$ cat src/hw/random_interval_pulse_pair_gen_pkg.sv
// constants for the random interval start/stop pulse pair generator
// assumes clk is the timing reference; every count below is derived from its period
`default_nettype none
package random_interval_pulse_pair_gen_pkg;

  // reference clock
  localparam int unsigned CLK_PERIOD_PS   = 20000;                 // 20 ns at 50 MHz
  localparam longint     CLK_HZ          = 64'd50000000;          // clock rate in hertz

  // base period: 10 ns at the shortest setting, rounded up to whole cycles, never below one
  localparam int unsigned BASE_PERIOD_PS  = 10000;
  localparam int unsigned BASE_CYC_RAW    = (BASE_PERIOD_PS + CLK_PERIOD_PS - 1) / CLK_PERIOD_PS;
  localparam int unsigned BASE_CYC        = (BASE_CYC_RAW < 1) ? 1 : BASE_CYC_RAW;

  // period selector: 11 doubling steps, 20 ns up to 20.48 us at 50 MHz
  localparam int unsigned PERIOD_STEPS    = 11;
  localparam logic [3:0]  PERIOD_SEL_MAX  = 4'(PERIOD_STEPS - 1);

  // range selector: doubling steps from 160 ns (eight base periods) up to 163.84 us
  localparam int unsigned RANGE_MIN_PS    = 80000;
  localparam int unsigned RANGE_STEPS     = 11;
  localparam logic [3:0]  RANGE_SEL_MAX   = 4'(RANGE_STEPS - 1);
  localparam logic [3:0]  RANGE_BASE_LOG  = 4'($clog2(RANGE_MIN_PS / BASE_PERIOD_PS));

  // counter widths
  localparam int unsigned PERIOD_CNT_W    = 16;                    // cycles of one selected period
  localparam int unsigned WIN_CNT_W       = 15;                    // period ticks per window

  // trigger rate in events per second, clamped to the adjustable span
  localparam int unsigned RATE_W          = 14;
  localparam logic [13:0] RATE_MIN        = 14'h0064;              // 100 per second
  localparam logic [13:0] RATE_MAX        = 14'h2710;              // 10,000 per second
  localparam logic [31:0] RATE_SCALE      = 32'(64'h0000_0001_0000_0000 / CLK_HZ);

  // pseudo-random generators: taps and nonzero seeds
  localparam logic [31:0] TRIG_TAPS       = 32'h8020_0003;
  localparam logic [31:0] TRIG_SEED       = 32'h1d5a_c3e7;
  localparam logic [15:0] DRAW_TAPS       = 16'hb400;
  localparam logic [15:0] DRAW_SEED       = 16'h6b29;

  // pair sequencer states
  typedef enum logic [1:0] {
    SEQ_IDLE   = 2'b01,
    SEQ_TIMING = 2'b10
  } seq_state_type;

endpackage

`default_nettype wire

$ cat src/hw/random_interval_pulse_pair_gen.sv
// random interval start/stop pulse pair generator for a time_to_amplitude_converter
// assumes all setting and enable inputs are slow panel levels from outside the clk domain
//
// Contract
// all timing derived from one reference clock
// start then stop, N periods apart, N>=2
// eleven doubling base periods, 10ns to 10.24us; code gives 20ns to 20.48us at 50 MHz
// N random, N=2 twice as likely
// range window bounds N, 80ns to 81.92us; code gives 160ns to 163.84us at 50 MHz
// controller sets range above base period
// at most one pair per range window
// pair only on trigger and tick coincidence
// trigger rate adjustable 100 to 10000/s
// continuous ungated tick each base period
// busy from start until its stop
// runs only with switch on and enable
// lamp lit while pairs are permitted
// start on tick, stop N ticks later
// trigger from pseudo-random compare threshold
`timescale 1ns/1ps
`default_nettype none

module random_interval_pulse_pair_gen (
  // clock and reset
  input  wire  logic        clk,
  input  wire  logic        resetn,
  // panel settings
  input  wire  logic [3:0]  periodSel,
  input  wire  logic [3:0]  rangeSel,
  input  wire  logic [13:0] rateSet,
  // gating
  input  wire  logic        manualOn,
  input  wire  logic        extEnable,
  // pair outputs
  output logic              startPulse,
  output logic              stopPulse,
  output logic              busy,
  // monitor outputs
  output logic              periodTick,
  output logic              activeLamp
);

  // synchroniser stages; the first stage is read only by the second
  logic [3:0]  periodSelMeta_q;                              // first stage, period selector
  logic [3:0]  periodSelSync_q;                              // second stage, period selector
  logic [3:0]  rangeSelMeta_q;                               // first stage, range selector
  logic [3:0]  rangeSelSync_q;                               // second stage, range selector
  logic [13:0] rateMeta_q;                                   // first stage, rate
  logic [13:0] rateSync_q;                                   // second stage, rate
  logic [1:0]  gateMeta_q;                                   // first stage, switch and enable
  logic [1:0]  gateSync_q;                                   // second stage, switch and enable

  // counter widths, declared before any vector that is sized by them
  localparam int unsigned PERIOD_CNT_W_L = random_interval_pulse_pair_gen_pkg::PERIOD_CNT_W;
  localparam int unsigned WIN_CNT_W_L    = random_interval_pulse_pair_gen_pkg::WIN_CNT_W;

  // derived settings
  logic [3:0]  periodStep;                                   // clamped period step
  logic [3:0]  rangeStep;                                    // clamped range step
  logic [4:0]  rangeLog;                                     // window length as log2 base periods
  logic [4:0]  winLog;                                       // window length as log2 period ticks
  logic [PERIOD_CNT_W_L-1:0] periodLen;                      // cycles per selected period
  logic [WIN_CNT_W_L-1:0]    winLen;                         // period ticks per window
  logic        enabled;                                      // switch on and enable high

  // timing state
  logic [PERIOD_CNT_W_L-1:0] periodCnt_q;                    // cycle count inside a period
  logic [WIN_CNT_W_L-1:0]    winCnt_q;                       // tick count inside a window
  logic [WIN_CNT_W_L-1:0]    remain_q;                       // ticks left until stop
  logic        fired_q;                                      // a pair already started this window
  random_interval_pulse_pair_gen_pkg::seq_state_type state_q; // pair sequencer

  // registered outputs
  logic        start_q;
  logic        stop_q;
  logic        tick_q;
  logic        lamp_q;

  // combinational events
  logic        tickNow;                                      // last cycle of a period
  logic        winEnd;                                       // last tick of a window
  logic        trigger;                                      // random trigger pulse
  logic [15:0] drawWord;                                     // random draw word
  logic [WIN_CNT_W_L-1:0]    drawRaw;                        // draw in 1..winLen
  logic [WIN_CNT_W_L-1:0]    multN;                          // chosen multiplier
  logic        startNow;                                     // coincidence taken
  logic        stopNow;                                      // last tick of the interval

  // two-flop synchronisers for every panel setting and gating input; resetn is used as it arrives
  always_ff @(posedge clk) begin
    if (!resetn) begin
      periodSelMeta_q <= 4'h0;
      periodSelSync_q <= 4'h0;
      rangeSelMeta_q  <= 4'h0;
      rangeSelSync_q  <= 4'h0;
      rateMeta_q      <= 14'h0000;
      rateSync_q      <= 14'h0000;
      gateMeta_q      <= 2'h0;
      gateSync_q      <= 2'h0;
    end else begin
      periodSelMeta_q <= periodSel;
      periodSelSync_q <= periodSelMeta_q;
      rangeSelMeta_q  <= rangeSel;
      rangeSelSync_q  <= rangeSelMeta_q;
      rateMeta_q      <= rateSet;
      rateSync_q      <= rateMeta_q;
      gateMeta_q      <= {manualOn, extEnable};
      gateSync_q      <= gateMeta_q;
    end
  end

  // pair generation is permitted only with the switch on and the enable high
  assign enabled = gateSync_q[1] & gateSync_q[0];

  // clamp selectors above the top step to the top step
  assign periodStep = (periodSelSync_q > random_interval_pulse_pair_gen_pkg::PERIOD_SEL_MAX) ?
                      random_interval_pulse_pair_gen_pkg::PERIOD_SEL_MAX : periodSelSync_q;
  assign rangeStep  = (rangeSelSync_q > random_interval_pulse_pair_gen_pkg::RANGE_SEL_MAX) ?
                      random_interval_pulse_pair_gen_pkg::RANGE_SEL_MAX : rangeSelSync_q;

  // period length doubles with each step from the base period
  assign periodLen = PERIOD_CNT_W_L'(random_interval_pulse_pair_gen_pkg::BASE_CYC) << periodStep;

  // window in base periods is eight times two to the range step; in ticks divide by the period
  assign rangeLog = 5'(rangeStep) + 5'(random_interval_pulse_pair_gen_pkg::RANGE_BASE_LOG);
  // a range not above the period collapses to a one-tick window; that setting is the
  // controller's mistake and the block only stays well behaved under it
  assign winLog   = (rangeLog > 5'(periodStep)) ? (rangeLog - 5'(periodStep)) : 5'h00;
  assign winLen   = WIN_CNT_W_L'(1) << winLog;

  // a tick ends each period; the compare is >= so a shorter new setting cannot run away
  assign tickNow = (periodCnt_q >= (periodLen - PERIOD_CNT_W_L'(1)));
  assign winEnd  = tickNow && (winCnt_q >= (winLen - WIN_CNT_W_L'(1)));

  // free-running period counter; runs whether or not pairs are enabled
  always_ff @(posedge clk) begin
    if (!resetn) begin
      periodCnt_q <= '0;
    end else if (tickNow) begin
      periodCnt_q <= '0;
    end else begin
      periodCnt_q <= periodCnt_q + PERIOD_CNT_W_L'(1);
    end
  end

  // window counter steps once per period tick
  always_ff @(posedge clk) begin
    if (!resetn) begin
      winCnt_q <= '0;
    end else if (winEnd) begin
      winCnt_q <= '0;
    end else if (tickNow) begin
      winCnt_q <= winCnt_q + WIN_CNT_W_L'(1);
    end
  end

  // random trigger source
  random_trigger_source trigSrc (
    .clk      (clk),
    .resetn   (resetn),
    .rateSet  (rateSync_q),
    .trigger  (trigger),
    .drawWord (drawWord)
  );

  // draw r uniform in 1..winLen and fold r=1 onto 2, so two is twice as likely
  assign drawRaw = (WIN_CNT_W_L'(drawWord) & (winLen - WIN_CNT_W_L'(1))) + WIN_CNT_W_L'(1);
  assign multN   = (drawRaw < WIN_CNT_W_L'(2)) ? WIN_CNT_W_L'(2) : drawRaw;

  // a start needs trigger and tick together, gating, an idle sequencer and a fresh window
  assign startNow = trigger && tickNow && enabled &&
                    (state_q == random_interval_pulse_pair_gen_pkg::SEQ_IDLE) && !fired_q;

  // the stop falls on the Nth tick after the start tick
  assign stopNow = (state_q == random_interval_pulse_pair_gen_pkg::SEQ_TIMING) && tickNow &&
                   (remain_q == WIN_CNT_W_L'(1));

  // one pair per window: the flag clears at the window's last tick, but a start on that
  // same tick still belongs to the closing window, so it is not lost and not carried over
  always_ff @(posedge clk) begin
    if (!resetn) begin
      fired_q <= 1'b0;
    end else if (winEnd) begin
      fired_q <= 1'b0;
    end else if (startNow) begin
      fired_q <= 1'b1;
    end
  end

  // pair sequencer; once started a pair always completes, even if gating drops,
  // so the converter never sees a start without its stop
  always_ff @(posedge clk) begin
    if (!resetn) begin
      state_q  <= random_interval_pulse_pair_gen_pkg::SEQ_IDLE;
      remain_q <= '0;
    end else begin
      unique case (state_q)
        random_interval_pulse_pair_gen_pkg::SEQ_IDLE: begin
          if (startNow) begin
            state_q  <= random_interval_pulse_pair_gen_pkg::SEQ_TIMING;
            remain_q <= multN;
          end
        end
        random_interval_pulse_pair_gen_pkg::SEQ_TIMING: begin
          if (stopNow) begin
            state_q  <= random_interval_pulse_pair_gen_pkg::SEQ_IDLE;
          end else if (tickNow) begin
            remain_q <= remain_q - WIN_CNT_W_L'(1);
          end
        end
        default: begin
          state_q  <= random_interval_pulse_pair_gen_pkg::SEQ_IDLE;
          remain_q <= '0;
        end
      endcase
    end
  end

  // output pulses share one register stage so start, stop and tick stay aligned
  always_ff @(posedge clk) begin
    if (!resetn) begin
      start_q <= 1'b0;
      stop_q  <= 1'b0;
      tick_q  <= 1'b0;
    end else begin
      start_q <= startNow;
      stop_q  <= stopNow;
      tick_q  <= tickNow;
    end
  end

  // lamp follows the permission, not actual pair activity
  always_ff @(posedge clk) begin
    if (!resetn) begin
      lamp_q <= 1'b0;
    end else begin
      lamp_q <= enabled;
    end
  end

  // busy comes straight from the sequencer state register
  assign busy       = (state_q == random_interval_pulse_pair_gen_pkg::SEQ_TIMING);
  assign startPulse = start_q;
  assign stopPulse  = stop_q;
  assign periodTick = tick_q;
  assign activeLamp = lamp_q;

endmodule // random_interval_pulse_pair_gen

`default_nettype wire

$ cat src/hw/random_trigger_source.sv
// pseudo-random trigger source and random draw word
// assumes rateSet is already synchronised to clk
`timescale 1ns/1ps
`default_nettype none

module random_trigger_source (
  // clock and reset
  input  wire  logic        clk,
  input  wire  logic        resetn,
  // rate setting, events per second
  input  wire  logic [13:0] rateSet,
  // random outputs
  output logic              trigger,
  output logic [15:0]       drawWord
);

  logic [31:0] trigLfsr_q;                                   // trigger sequence state
  logic [15:0] drawLfsr_q;                                   // independent draw sequence state
  logic        trigger_q;                                    // registered trigger pulse
  logic [13:0] rateClamped;                                  // rate held inside its span
  logic [31:0] threshold;                                    // per-cycle compare level

  // clamp the rate: out-of-span settings behave like the nearest end
  always_comb begin
    if (rateSet < random_interval_pulse_pair_gen_pkg::RATE_MIN) begin
      rateClamped = random_interval_pulse_pair_gen_pkg::RATE_MIN;
    end else if (rateSet > random_interval_pulse_pair_gen_pkg::RATE_MAX) begin
      rateClamped = random_interval_pulse_pair_gen_pkg::RATE_MAX;
    end else begin
      rateClamped = rateSet;
    end
  end

  // probability per cycle is threshold / 2^32, so the mean rate is rate per second
  assign threshold = 32'(32'(rateClamped) * random_interval_pulse_pair_gen_pkg::RATE_SCALE);

  // galois shift for the trigger sequence
  always_ff @(posedge clk) begin
    if (!resetn) begin
      trigLfsr_q <= random_interval_pulse_pair_gen_pkg::TRIG_SEED;
    end else if (trigLfsr_q[0]) begin
      trigLfsr_q <= (trigLfsr_q >> 1) ^ random_interval_pulse_pair_gen_pkg::TRIG_TAPS;
    end else begin
      trigLfsr_q <= trigLfsr_q >> 1;
    end
  end

  // separate sequence for the multiplier draw; sharing the trigger word would bias it,
  // since a taken trigger implies its upper bits are zero
  always_ff @(posedge clk) begin
    if (!resetn) begin
      drawLfsr_q <= random_interval_pulse_pair_gen_pkg::DRAW_SEED;
    end else if (drawLfsr_q[0]) begin
      drawLfsr_q <= (drawLfsr_q >> 1) ^ random_interval_pulse_pair_gen_pkg::DRAW_TAPS;
    end else begin
      drawLfsr_q <= drawLfsr_q >> 1;
    end
  end

  // compare against the threshold
  always_ff @(posedge clk) begin
    if (!resetn) begin
      trigger_q <= 1'b0;
    end else begin
      trigger_q <= (trigLfsr_q < threshold);
    end
  end

  assign trigger  = trigger_q;
  assign drawWord = drawLfsr_q;

endmodule // random_trigger_source

`default_nettype wire

$ cat config.mk
export PLATFORM = sky130hd
export DESIGN_NAME = random_interval_pulse_pair_gen
export DESIGN_NICKNAME = d
export VERILOG_FILES = /design/src/hw/random_interval_pulse_pair_gen_pkg.sv /design/src/hw/random_interval_pulse_pair_gen.sv /design/src/hw/random_trigger_source.sv
export SDC_FILE = /design/constraint.sdc
export NUM_CORES = 1
export LEC_CHECK = 0
export ABC_AREA = 0
export BUFFER_PORTS_ARGS = -buffer_cell sky130_fd_sc_hd__buf_4
export CAP_MARGIN = 10
export CORE_ASPECT_RATIO = 0.9
export CORE_MARGIN = 3
export CORE_UTILIZATION = 55
export CTS_CLUSTER_DIAMETER = 150
export DETAILED_ROUTE_END_ITERATION = 12
export PLACE_DENSITY = 0.72
export SLEW_MARGIN = 20
export SYNTH_ARGS = -nofsm -noshare
export SYNTH_HDL_FRONTEND = slang
export SYNTH_SLANG_ARGS = --single-unit
$ cat constraint.sdc
create_clock -name clk -period 10.45 [get_ports clk]
set_input_delay 2.09 -clock clk [delete_from_list [all_inputs] [get_ports clk]]
set_output_delay 2.09 -clock clk [all_outputs]
set_load 0.005 [all_outputs]
==> results.cfg, run 1 <==
[run_status]
outcome = complete, no violations

[finish]
n_antenna_cell = 0
drive_above_1_share_pct = 7.33
nFillCells = 1529
area_growth_pct = 9.67
nets = 1294

[route]
first_pass_iters = 5
routedWlPerCell_um = 14.2
remaining_drc_errors = 0
route.vias.total = 7601
drt_wl_total_um = 19600
ant_nets = 0
via_per_inst = 5.50
first_iter_violations = 549

[clocking]
cts-root-buf = clkbuf_16
clk_pin_slew_ns = 0.06
cts_made_buffers = 17
cts-resized-gates = 0
clock_latency_ns = 0.43
cts_hold_buf = 0
post_cts_buffers = 0
cts_tree = done
cts_buffer_depth = 2
clock_sinks = 150
h-tree-depth = 4

[critical_path]
crit_arrival_ns = 6.58
r2r_cells = 27
cp-end-kind = flip-flop
r2r_end = trigSrc.trigger
crit_top_cell = a21oi_1
path_max_fanout = 8
cp_data_required_time_ns = 10.82
r2r_start = rateSync_q[3]
r2r_slack_ns = 4.24
cp_slowest_cell = fa_1
cpPeakStageDelay_ns = 0.50
worstSetupPathType = flip-flop to flip-flop
start_kind = flip-flop

[timing]
final.min_clock_period_ns = 6.21
skew_ns = 0.0107
hold_violations = 0
finalMaxSlewViolations = 0
tightest_slew_ns = 0.858
fmax_mhz = 161
relSlewSlack_pct = 42.7
fin_crit_sh_pct = 59.4
fin_setup_tns_ns = 0
rsz0062_at_grt = false
setup_viol_count_final = 0
holdWs_ns = 0.408

[worst_hold_path]
worstHoldStart = trigSrc.drawWord[15]
hold_depth = 1
min_to = trigSrc.drawWord[14]
hold_class = flip-flop to flip-flop

[power]
switching_share_pct = 34.9
power_frac_clock_pct = 32.3
power_switching_uw = 630
max-vdd-ir-drop_mv = 0.151
internal_power_mw = 1.18
seq_power_share_pct = 35.1
comb_power_share_pct = 32.6
power_density_mw_per_mm2 = 171
power.leakage_nw = 4.76

[synth]
synth.distinct_cells = 81
syn_area_mm2 = 0.00961
seq_area_frac_synth_pct = 31.2
synth_enable_flop_cells = 0
syn_inst = 1119
synth.top_cell.area_share_pct = 31.2
synth-main-ff-cell = dfxtp_1
synth_warnings = 0
synth_most_common_cell = dfxtp_1
ys_seq_elements = 150
netlist_top_cells_area = dfxtp_1, ha_1, and2_1
postSynthAreaPerCell_um2 = 8.59
synthTopCellsByCount = dfxtp_1, ha_1, inv_1
synthArstFlopShare_pct = 0
yosysTopAreaCell = dfxtp_1

[die]
boundaryPins = 31
dieArea_mm2 = 0.0191
start_util_pct = 56.5
die_x_um = 145
rows = 45
core-area_mm2 = 0.0170
die_y_um = 131

[global_route]
grt_pass1_wl_um = 32800
grt_max_degree = 100
grt_usage_pct = 20.6
grt_overflow = 0
antenna_found_initial = 0
grt_pass1_vias = 6887

[place]
io_buffers = 30
hpwl_um = 14500
globalplace.congestion = 0.911

[flow_run]
maxCapViolCount = 0
==> critical path, delay by kind of cell (launching register included) <==
kind	cells	cell delay, ns
simple gates	2	0.33
compound gates	15	3.01
buf+inv	3	0.21
fa+ha+maj	6	2.14
flops	1	0.32
xor+xnor	1	0.16
==> stage by stage <==
stage	worst slack (ns)	utilization, %	cells	instance area [um2]	power, mW
2_1_floorplan	4.83	-	1121	9620	1.10
3_3_place_gp	4.47	58.7	1349	9980	1.21
3_5_place_dp	4.31	58.7	1349	9980	1.22
4_1_cts	4.25	62.0	1381	10500	1.81
5_1_grt	3.72	62.0	1381	10500	1.92
6_report	4.24	62.0	1381	10500	1.81
==> logic make-up (layout without fill, tap and decap cells) <==
logic type               after synthesis  in the layout  share of synthesized area, %
AO/OA/AOI/OAI                        195            195                          13.8
XOR/XNOR                              69             69                          6.36
adder cells (fa/ha/maj)              135            135                          19.2
buffers and inverters                144            169                          5.84
flip-flops                           150            150                          31.2
multiplexers                           7              7                         0.755
other                                  1              3                        0.0390
AND/OR/NAND/NOR                      418            418                          22.8
==> per-layer routing <==
| layer | vias up | share of wire, % | GRT usage [%] |
|---|---|---|---|
| met4 | 0 | 1.3 | 5.17 |
| met1 | 3519 | 50 | 30.5 |
| met5 | - | 0 | 0 |
| met3 | 20 | 5.4 | 4.10 |
| li1 | 3864 | - | - |
| met2 | 198 | 43 | 30.7 |
==> state kept, by name, summed over array words and instances, names as in the netlist, 2 cells and up <==
signal	flops
state_q	2
winCnt_q	15
gateMeta_q	2
periodSelMeta_q	4
periodSelSync_q	4
periodCnt_q	16
trigSrc.drawWord	16
remain_q	15
gateSync_q	2
rateSync_q	14
rangeSelSync_q	4
rateMeta_q	14
rangeSelMeta_q	4
trigSrc.trigLfsr_q	32
==> power by group through the flow <==
stage	Combinational, mW	Sequential [mW]	Clock (mW)
2_1_floorplan	0.462	0.636	0
3_3_place_gp	0.568	0.646	0
3_5_place_dp	0.576	0.646	0
4_1_cts	0.584	0.634	0.594
5_1_grt	0.665	0.638	0.620
6_report	0.588	0.634	0.584
==> area by class of cell <==
type,instances,area [um2],area share [%]
Clock buffer,19,433,4.11
Inverter,106,398,3.77
Clock inverter,13,123,1.16
Tap cell,235,294,2.79
Sequential cell,150,3000,28.5
Multi-Input combinational cell,827,6060,57.5
Timing Repair Buffer,31,233,2.21
==> placed cells by master (no fill, tap or decap), types with 5 or more instances in the layout <==
cell	synthesis	layout
a211o_1	6	6
or2_2	6	6
a21oi_1	56	56
nand2b_1	35	35
a211oi_1	6	6
xor2_1	29	29
o21ai_0	30	30
nor2_1	80	80
dfxtp_1	150	150
nand3_1	48	48
mux2i_1	5	5
o22ai_1	6	6
inv_1	104	104
or4_1	7	7
o21a_1	6	6
and3_1	16	16
nor3_1	23	23
a21o_1	23	23
nor4_1	10	10
fa_1	21	21
clkbuf_16	0	17
and2_1	75	75
a31oi_1	6	6
nand4_1	15	15
o211ai_1	6	6
nand2_1	72	72
nor2b_1	10	10
xnor2_1	39	39
ha_1	114	114
buf_4	2	31
==> how the worst max path moves through the flow <==
stage	from	slack [ns]	to
2_1_floorplan	rateSync_q[3]	4.83	trigSrc.trigger
3_3_place_gp	rateSync_q[3]	4.47	trigSrc.trigger
3_5_place_dp	rateSync_q[3]	4.31	trigSrc.trigger
4_1_cts	rateSync_q[3]	4.25	trigSrc.trigger
5_1_grt	rateSync_q[3]	3.72	trigSrc.trigger
6_report	rateSync_q[3]	4.24	trigSrc.trigger
(Power assumes the default switching activity.)
==> inputs of run 2 (changes only) <==
Settings changed: ABC_AREA 0 to 1, PLACE_DENSITY 0.72 to 0.75.
Clock period 10.45 ns to 5.7 ns, I/O delays scaled along.
==> run 2 against run 1 <==
Net effect: the run now ends with negative setup slack left; combinational power is 130% higher; final area is 8.0% higher; register-to-register slack worse by 4.5 ns; setup slack worse by 4.5 ns; global-route usage is 0.34 points lower; sequential share of layout area is 2.1 points lower; critical path type unchanged; count of clock-buffer cells in the layout is 1 lower; largest cell class unchanged; highest routed layer unchanged; synthesized cell count is 18% higher; fmax is 4.3% higher; sequential cell count stayed put; cell count is 19% higher.
==> results.cfg, run 2 <==
[synth]
synth.distinct_cells = 50
syn_area_mm2 = 0.00977
postSynthAreaPerCell_um2 = 7.38
ys_seq_elements = 150
netlist_top_cells_area = dfxtp_1, ha_1, inv_1
syn_inst = 1323
synth-main-ff-cell = dfxtp_1
yosysTopAreaCell = dfxtp_1
seq_area_frac_synth_pct = 30.7
synth_enable_flop_cells = 0
synthArstFlopShare_pct = 0
synthTopCellsByCount = inv_1, nand2_1, dfxtp_1
synth_warnings = 0
synth.top_cell.area_share_pct = 30.7
synth_most_common_cell = inv_1

[route]
first_pass_iters = 5
remaining_drc_errors = 0
routedWlPerCell_um = 11.9
drt_wl_total_um = 19500
ant_nets = 0
route.vias.total = 8172
via_per_inst = 4.97
first_iter_violations = 439

[finish]
nFillCells = 1441
final_area_mm2 = 0.0114
largest_reg_flops = 32
drive_above_1_share_pct = 15.8
nets = 1558
stdcell_count = 1645
layout_commonest_cell = inv_1
final_cell_mix = inv_1, nand2_1, dfxtp_1
area_growth_pct = 16.5
top_register = trigSrc.trigLfsr_q
n_antenna_cell = 0

[timing]
finalMaxSlewViolations = 0
tightest_slew_ns = 0.694
rsz0062_at_grt = true
fmax_mhz = 168
skew_ns = 0.0167
fin_setup_tns_ns = -0.254
hold_violations = 0
setup_viol_count_final = 1
fin_crit_sh_pct = 104
setup_ws_ns = -0.254
relSlewSlack_pct = 53.7
final.min_clock_period_ns = 5.95

[critical_path]
cp_data_required_time_ns = 6.01
cpPeakStageDelay_ns = 0.50
worstSetupPathType = flip-flop to flip-flop
cp_slowest_cell = fa_1
crit_arrival_ns = 6.26
cp-end-kind = flip-flop
path_max_fanout = 5
start_kind = flip-flop

[place]
place_area_mm2 = 0.0105
io_buffers = 30
hpwl_um = 14100
place_inst = 1604
globalplace.congestion = 0.869

[global_route]
grt_pass1_wl_um = 33200
grt_usage_pct = 20.2
antenna_found_initial = 0
grt_pass1_vias = 7639
grt_overflow = 0
grt_max_degree = 74

[clocking]
cts_tree = done
cts-root-buf = clkbuf_16
h-tree-depth = 4
clock_latency_ns = 0.44
clk_pin_slew_ns = 0.07
cts_hold_buf = 0
clock_sinks = 150
cts_made_buffers = 17
cts_buffer_depth = 2

[die]
die_y_um = 132
boundaryPins = 31
die_x_um = 146
core-area_mm2 = 0.0171
rows = 45
start_util_pct = 57.1
dieArea_mm2 = 0.0194

[run_status]
outcome = finished, violations left
violations = negative setup slack

[power]
power_density_mw_per_mm2 = 316
power.leakage_nw = 6.05
max-vdd-ir-drop_mv = 0.255

[worst_hold_path]
hold_class = flip-flop to flip-flop

[flow_run]
maxCapViolCount = 0
-- run 2: timing repair --
action                                  in CTS  in global routing
pin swaps                                    5                 50
resized for setup                            6                 46
setup buffers                                2                  7
endpoints found under the setup margin       1                  1
-- run 2: logic make-up after synthesis --
| family | after synthesis | share of synthesized area [%] |
|---|---|---|
| AOI/OAI and AO/OA | 158 | 9.11 |
| xor gates and xnor gates | 35 | 3.22 |
| adders and majority gates | 135 | 18.9 |
| buffers and inverters | 305 | 11.7 |
| DFF | 150 | 30.7 |
| other | 1 | 0.0384 |
| and+or+nand+nor | 539 | 26.2 |
-- run 2: path summary, 6_finish.rpt --
kind | to | slack [ns] | cells after the start | start
worst max register to register | trigSrc.trigger | -0.25 | 37 | rateSync_q[2]
worst min register to register | rateSync_q[12] | 0.41 | 2 | rateMeta_q[12]
worst min-delay path | rateSync_q[12] | 0.41 | 2 | rateMeta_q[12]
worst max-delay path | trigSrc.trigger | -0.25 | 37 | rateSync_q[2]
-- run 2: per-stage QoR --
step | setup WS (ns) | power (mW) | hold WS, ns | util [%]
detailed placement | -0.245 | 2.42 | 0.395 | 61.3
finish | -0.254 | 3.59 | 0.408 | 66.5
floorplan | 0.0188 | 2.11 | 0.390 | -
global route | -0.592 | 3.87 | 0.428 | 66.5
global placement | -0.00521 | 2.38 | 0.394 | 61.3
CTS | -0.0986 | 3.54 | 0.410 | 64.9
-- run 2: cell type report --
class	instances	area, um2	share of cell area [%]
Multi-Input combinational cell	870	5900	51.8
Clock buffer	18	439	3.86
Sequential cell	150	3000	26.4
Tap cell	235	294	2.58
Inverter	285	1070	9.40
Timing Repair Buffer	73	548	4.82
Clock inverter	14	130	1.14
-- run 2: critical path, delay by kind of cell (launching register included) --
| kind | cells | cell delay [ns] |
|---|---|---|
| fa+ha+maj | 6 | 1.95 |
| simple gates | 14 | 1.61 |
| buf+inv | 5 | 0.41 |
| compound gates | 11 | 1.43 |
| xor+xnor | 1 | 0.10 |
| flops | 1 | 0.32 |
-- run 2: per-layer routing --
metal	vias to the layer above	part of all wire, %	global-route usage [%]	wire (um)
met5	-	0	0	0
met4	0	1.6	7.11	313
met3	28	3.4	3.63	670
met2	150	47	33.3	9180
met1	3687	48	26.9	9370
li1	4307	-	-	-
-- run 2: report_power, final --
part           internal, mW  leakage [nW]  total [mW]  switching, mW
Sequential             1.11          1.23        1.16         0.0460
Combinational         0.535          4.54        1.34          0.809
Clock                 0.589         0.270        1.09          0.502
Total                  2.24          6.05        3.59           1.36
==> inputs of run 3 (changes only) <==
Settings changed: ABC_AREA 1 to not set.
==> run 3 against run 2 <==
Net effect: the run still ends with negative setup slack left; clock power rose by 9%; sequential power barely moved; hold slack improved by 0.013 ns; fmax rose by 3.2%; combinational power fell by 11%; sequential cell count did not move; critical path type unchanged; largest cell class unchanged.
==> results.cfg, run 3 (same netlist as run 1, synthesis figures left out) <==
[timing]
fin_crit_sh_pct = 101
finalMaxSlewViolations = 0
hold_violations = 0
fin_setup_tns_ns = -0.0680
final.min_clock_period_ns = 5.77
relSlewSlack_pct = 42.7
setup_ws_ns = -0.0680
skew_ns = 0.00882
setup_viol_count_final = 1
fmax_mhz = 173
holdWs_ns = 0.420
tightest_slew_ns = 0.852
rsz0062_at_grt = true

[die]
start_util_pct = 56.5
core-area_mm2 = 0.0170
boundaryPins = 31
dieArea_mm2 = 0.0191
rows = 45
die_x_um = 145
die_y_um = 131

[clocking]
cts_hold_buf = 0
cts_made_buffers = 17
clock_latency_ns = 0.42
clk_pin_slew_ns = 0.06
h-tree-depth = 4
cts_buffer_depth = 2
cts-root-buf = clkbuf_16
cts_tree = done
clock_sinks = 150

[global_route]
grt_pass1_wl_um = 34500
grt_pass1_vias = 7340
grt_max_degree = 100
grt_overflow = 0
grt_usage_pct = 21.4
antenna_found_initial = 0

[flow_run]
maxCapViolCount = 0

[finish]
area_growth_pct = 17.1
nets = 1342
multi_input_area_mm2 = 0.00632
largest_reg_flops = 32
layout_commonest_cell = dfxtp_1
nFillCells = 1364
regArea_mm2 = 0.00301
top_register = trigSrc.trigLfsr_q
drive_above_1_share_pct = 14.9
n_antenna_cell = 0
final_cell_mix = dfxtp_1, ha_1, inv_1

[place]
io_buffers = 30
dp_slack_ns = -0.183
globalplace.congestion = 0.895
hpwl_um = 14500

[run_status]
violations = negative setup slack
outcome = finished, violations left

[critical_path]
crit_arrival_ns = 6.13
r2r_start = rateSync_q[3]
cp_num_cells = 28
r2r_cells = 28
cp_slowest_cell = fa_1
cpPeakStageDelay_ns = 0.54
worstSetupPathType = flip-flop to flip-flop
cp-end-kind = flip-flop
path_max_fanout = 4
crit_top_cell = a21oi_2
startpoint = rateSync_q[3]
critPathBufInv = 4
start_kind = flip-flop
cp_top_family = compound AO/OA/AOI/OAI gates
cp_data_required_time_ns = 6.06

[power]
max-vdd-ir-drop_mv = 0.236
comb_power_share_pct = 33.6
power_frac_clock_pct = 33.6
power_density_mw_per_mm2 = 316
power.leakage_nw = 5.05
power_switching_mw = 1.21
seq_power_share_pct = 32.8
switching_share_pct = 34.0
internal_power_mw = 2.34

[worst_hold_path]
worstHoldStart = trigSrc.drawWord[15]
hold_depth = 1
hold_class = flip-flop to flip-flop

[route]
routedWlPerCell_um = 14.4
first_iter_violations = 446
drt_wl_total_um = 20500
remaining_drc_errors = 0
route.vias.total = 7769
first_pass_iters = 5
via_per_inst = 5.44
ant_nets = 0
-- run 3: changes by cell type in the layout (fill, tap and decap cells not counted), sizes merged, moves of 9 or more --
cell,previous run,this run
inv,292,109
a21o,1,23
xnor2,14,39
or2,25,8
nand2b,0,35
nor2,107,80
and2,0,77
xor2,21,30
nand2,280,73
a21oi,84,56
and3,2,16
nor2b,0,10
nand3,63,48
o21ai,43,33
-- run 3: metrics by stage --
stage	total power, mW	utilization, %	cells	instance area (um2)
finish	3.55	66.2	1429	11300
global placement	2.25	60.3	1384	10200
global route	3.77	66.2	1429	11300
detailed placement	2.27	60.3	1384	10200
floorplan	2.01	-	1121	9620
CTS	3.50	64.9	1423	11000
-- run 3: final timing paths --
path	end	slack, ns
setup / recovery	trigSrc.trigger	-0.07
setup reg to reg	trigSrc.trigger	-0.07
hold reg to reg	trigSrc.drawWord[14]	0.42
hold / removal	trigSrc.drawWord[14]	0.42
-- run 3: per-layer routing --
metal / track usage [%] / vias up / share of wire [%]
li1: - / 3958 / -
met1: 30.2 / 3619 / 49
met2: 33.4 / 161 / 46
met3: 3.90 / 31 / 3.8
met4: 6.96 / 0 / 1.6
met5: 0 / - / 0
-- run 3: cell type report --
class                           count  share of cell area [%]
Sequential cell                   150                    26.7
Clock inverter                     14                    1.71
Inverter                          106                    3.56
Multi-Input combinational cell    827                    56.2
Tap cell                          235                    2.61
Timing Repair Buffer               79                    5.30
Clock buffer                       18                    3.90
-- run 3: timing repair --
item	4_1_cts	5_1_grt
pin swaps	20	37
buffers inserted	7	6
gates resized for setup	22	39
endpoints found under the setup margin	1	3
-- run 3: power groups by stage --
stage          registers (mW)  clock network [mW]  logic (mW)
2_1_floorplan            1.17                   0       0.847
5_1_grt                  1.17                1.26        1.34
3_5_place_dp             1.18                   0        1.09
4_1_cts                  1.16                1.21        1.13
6_report                 1.16                1.19        1.19
3_3_place_gp             1.18                   0        1.07
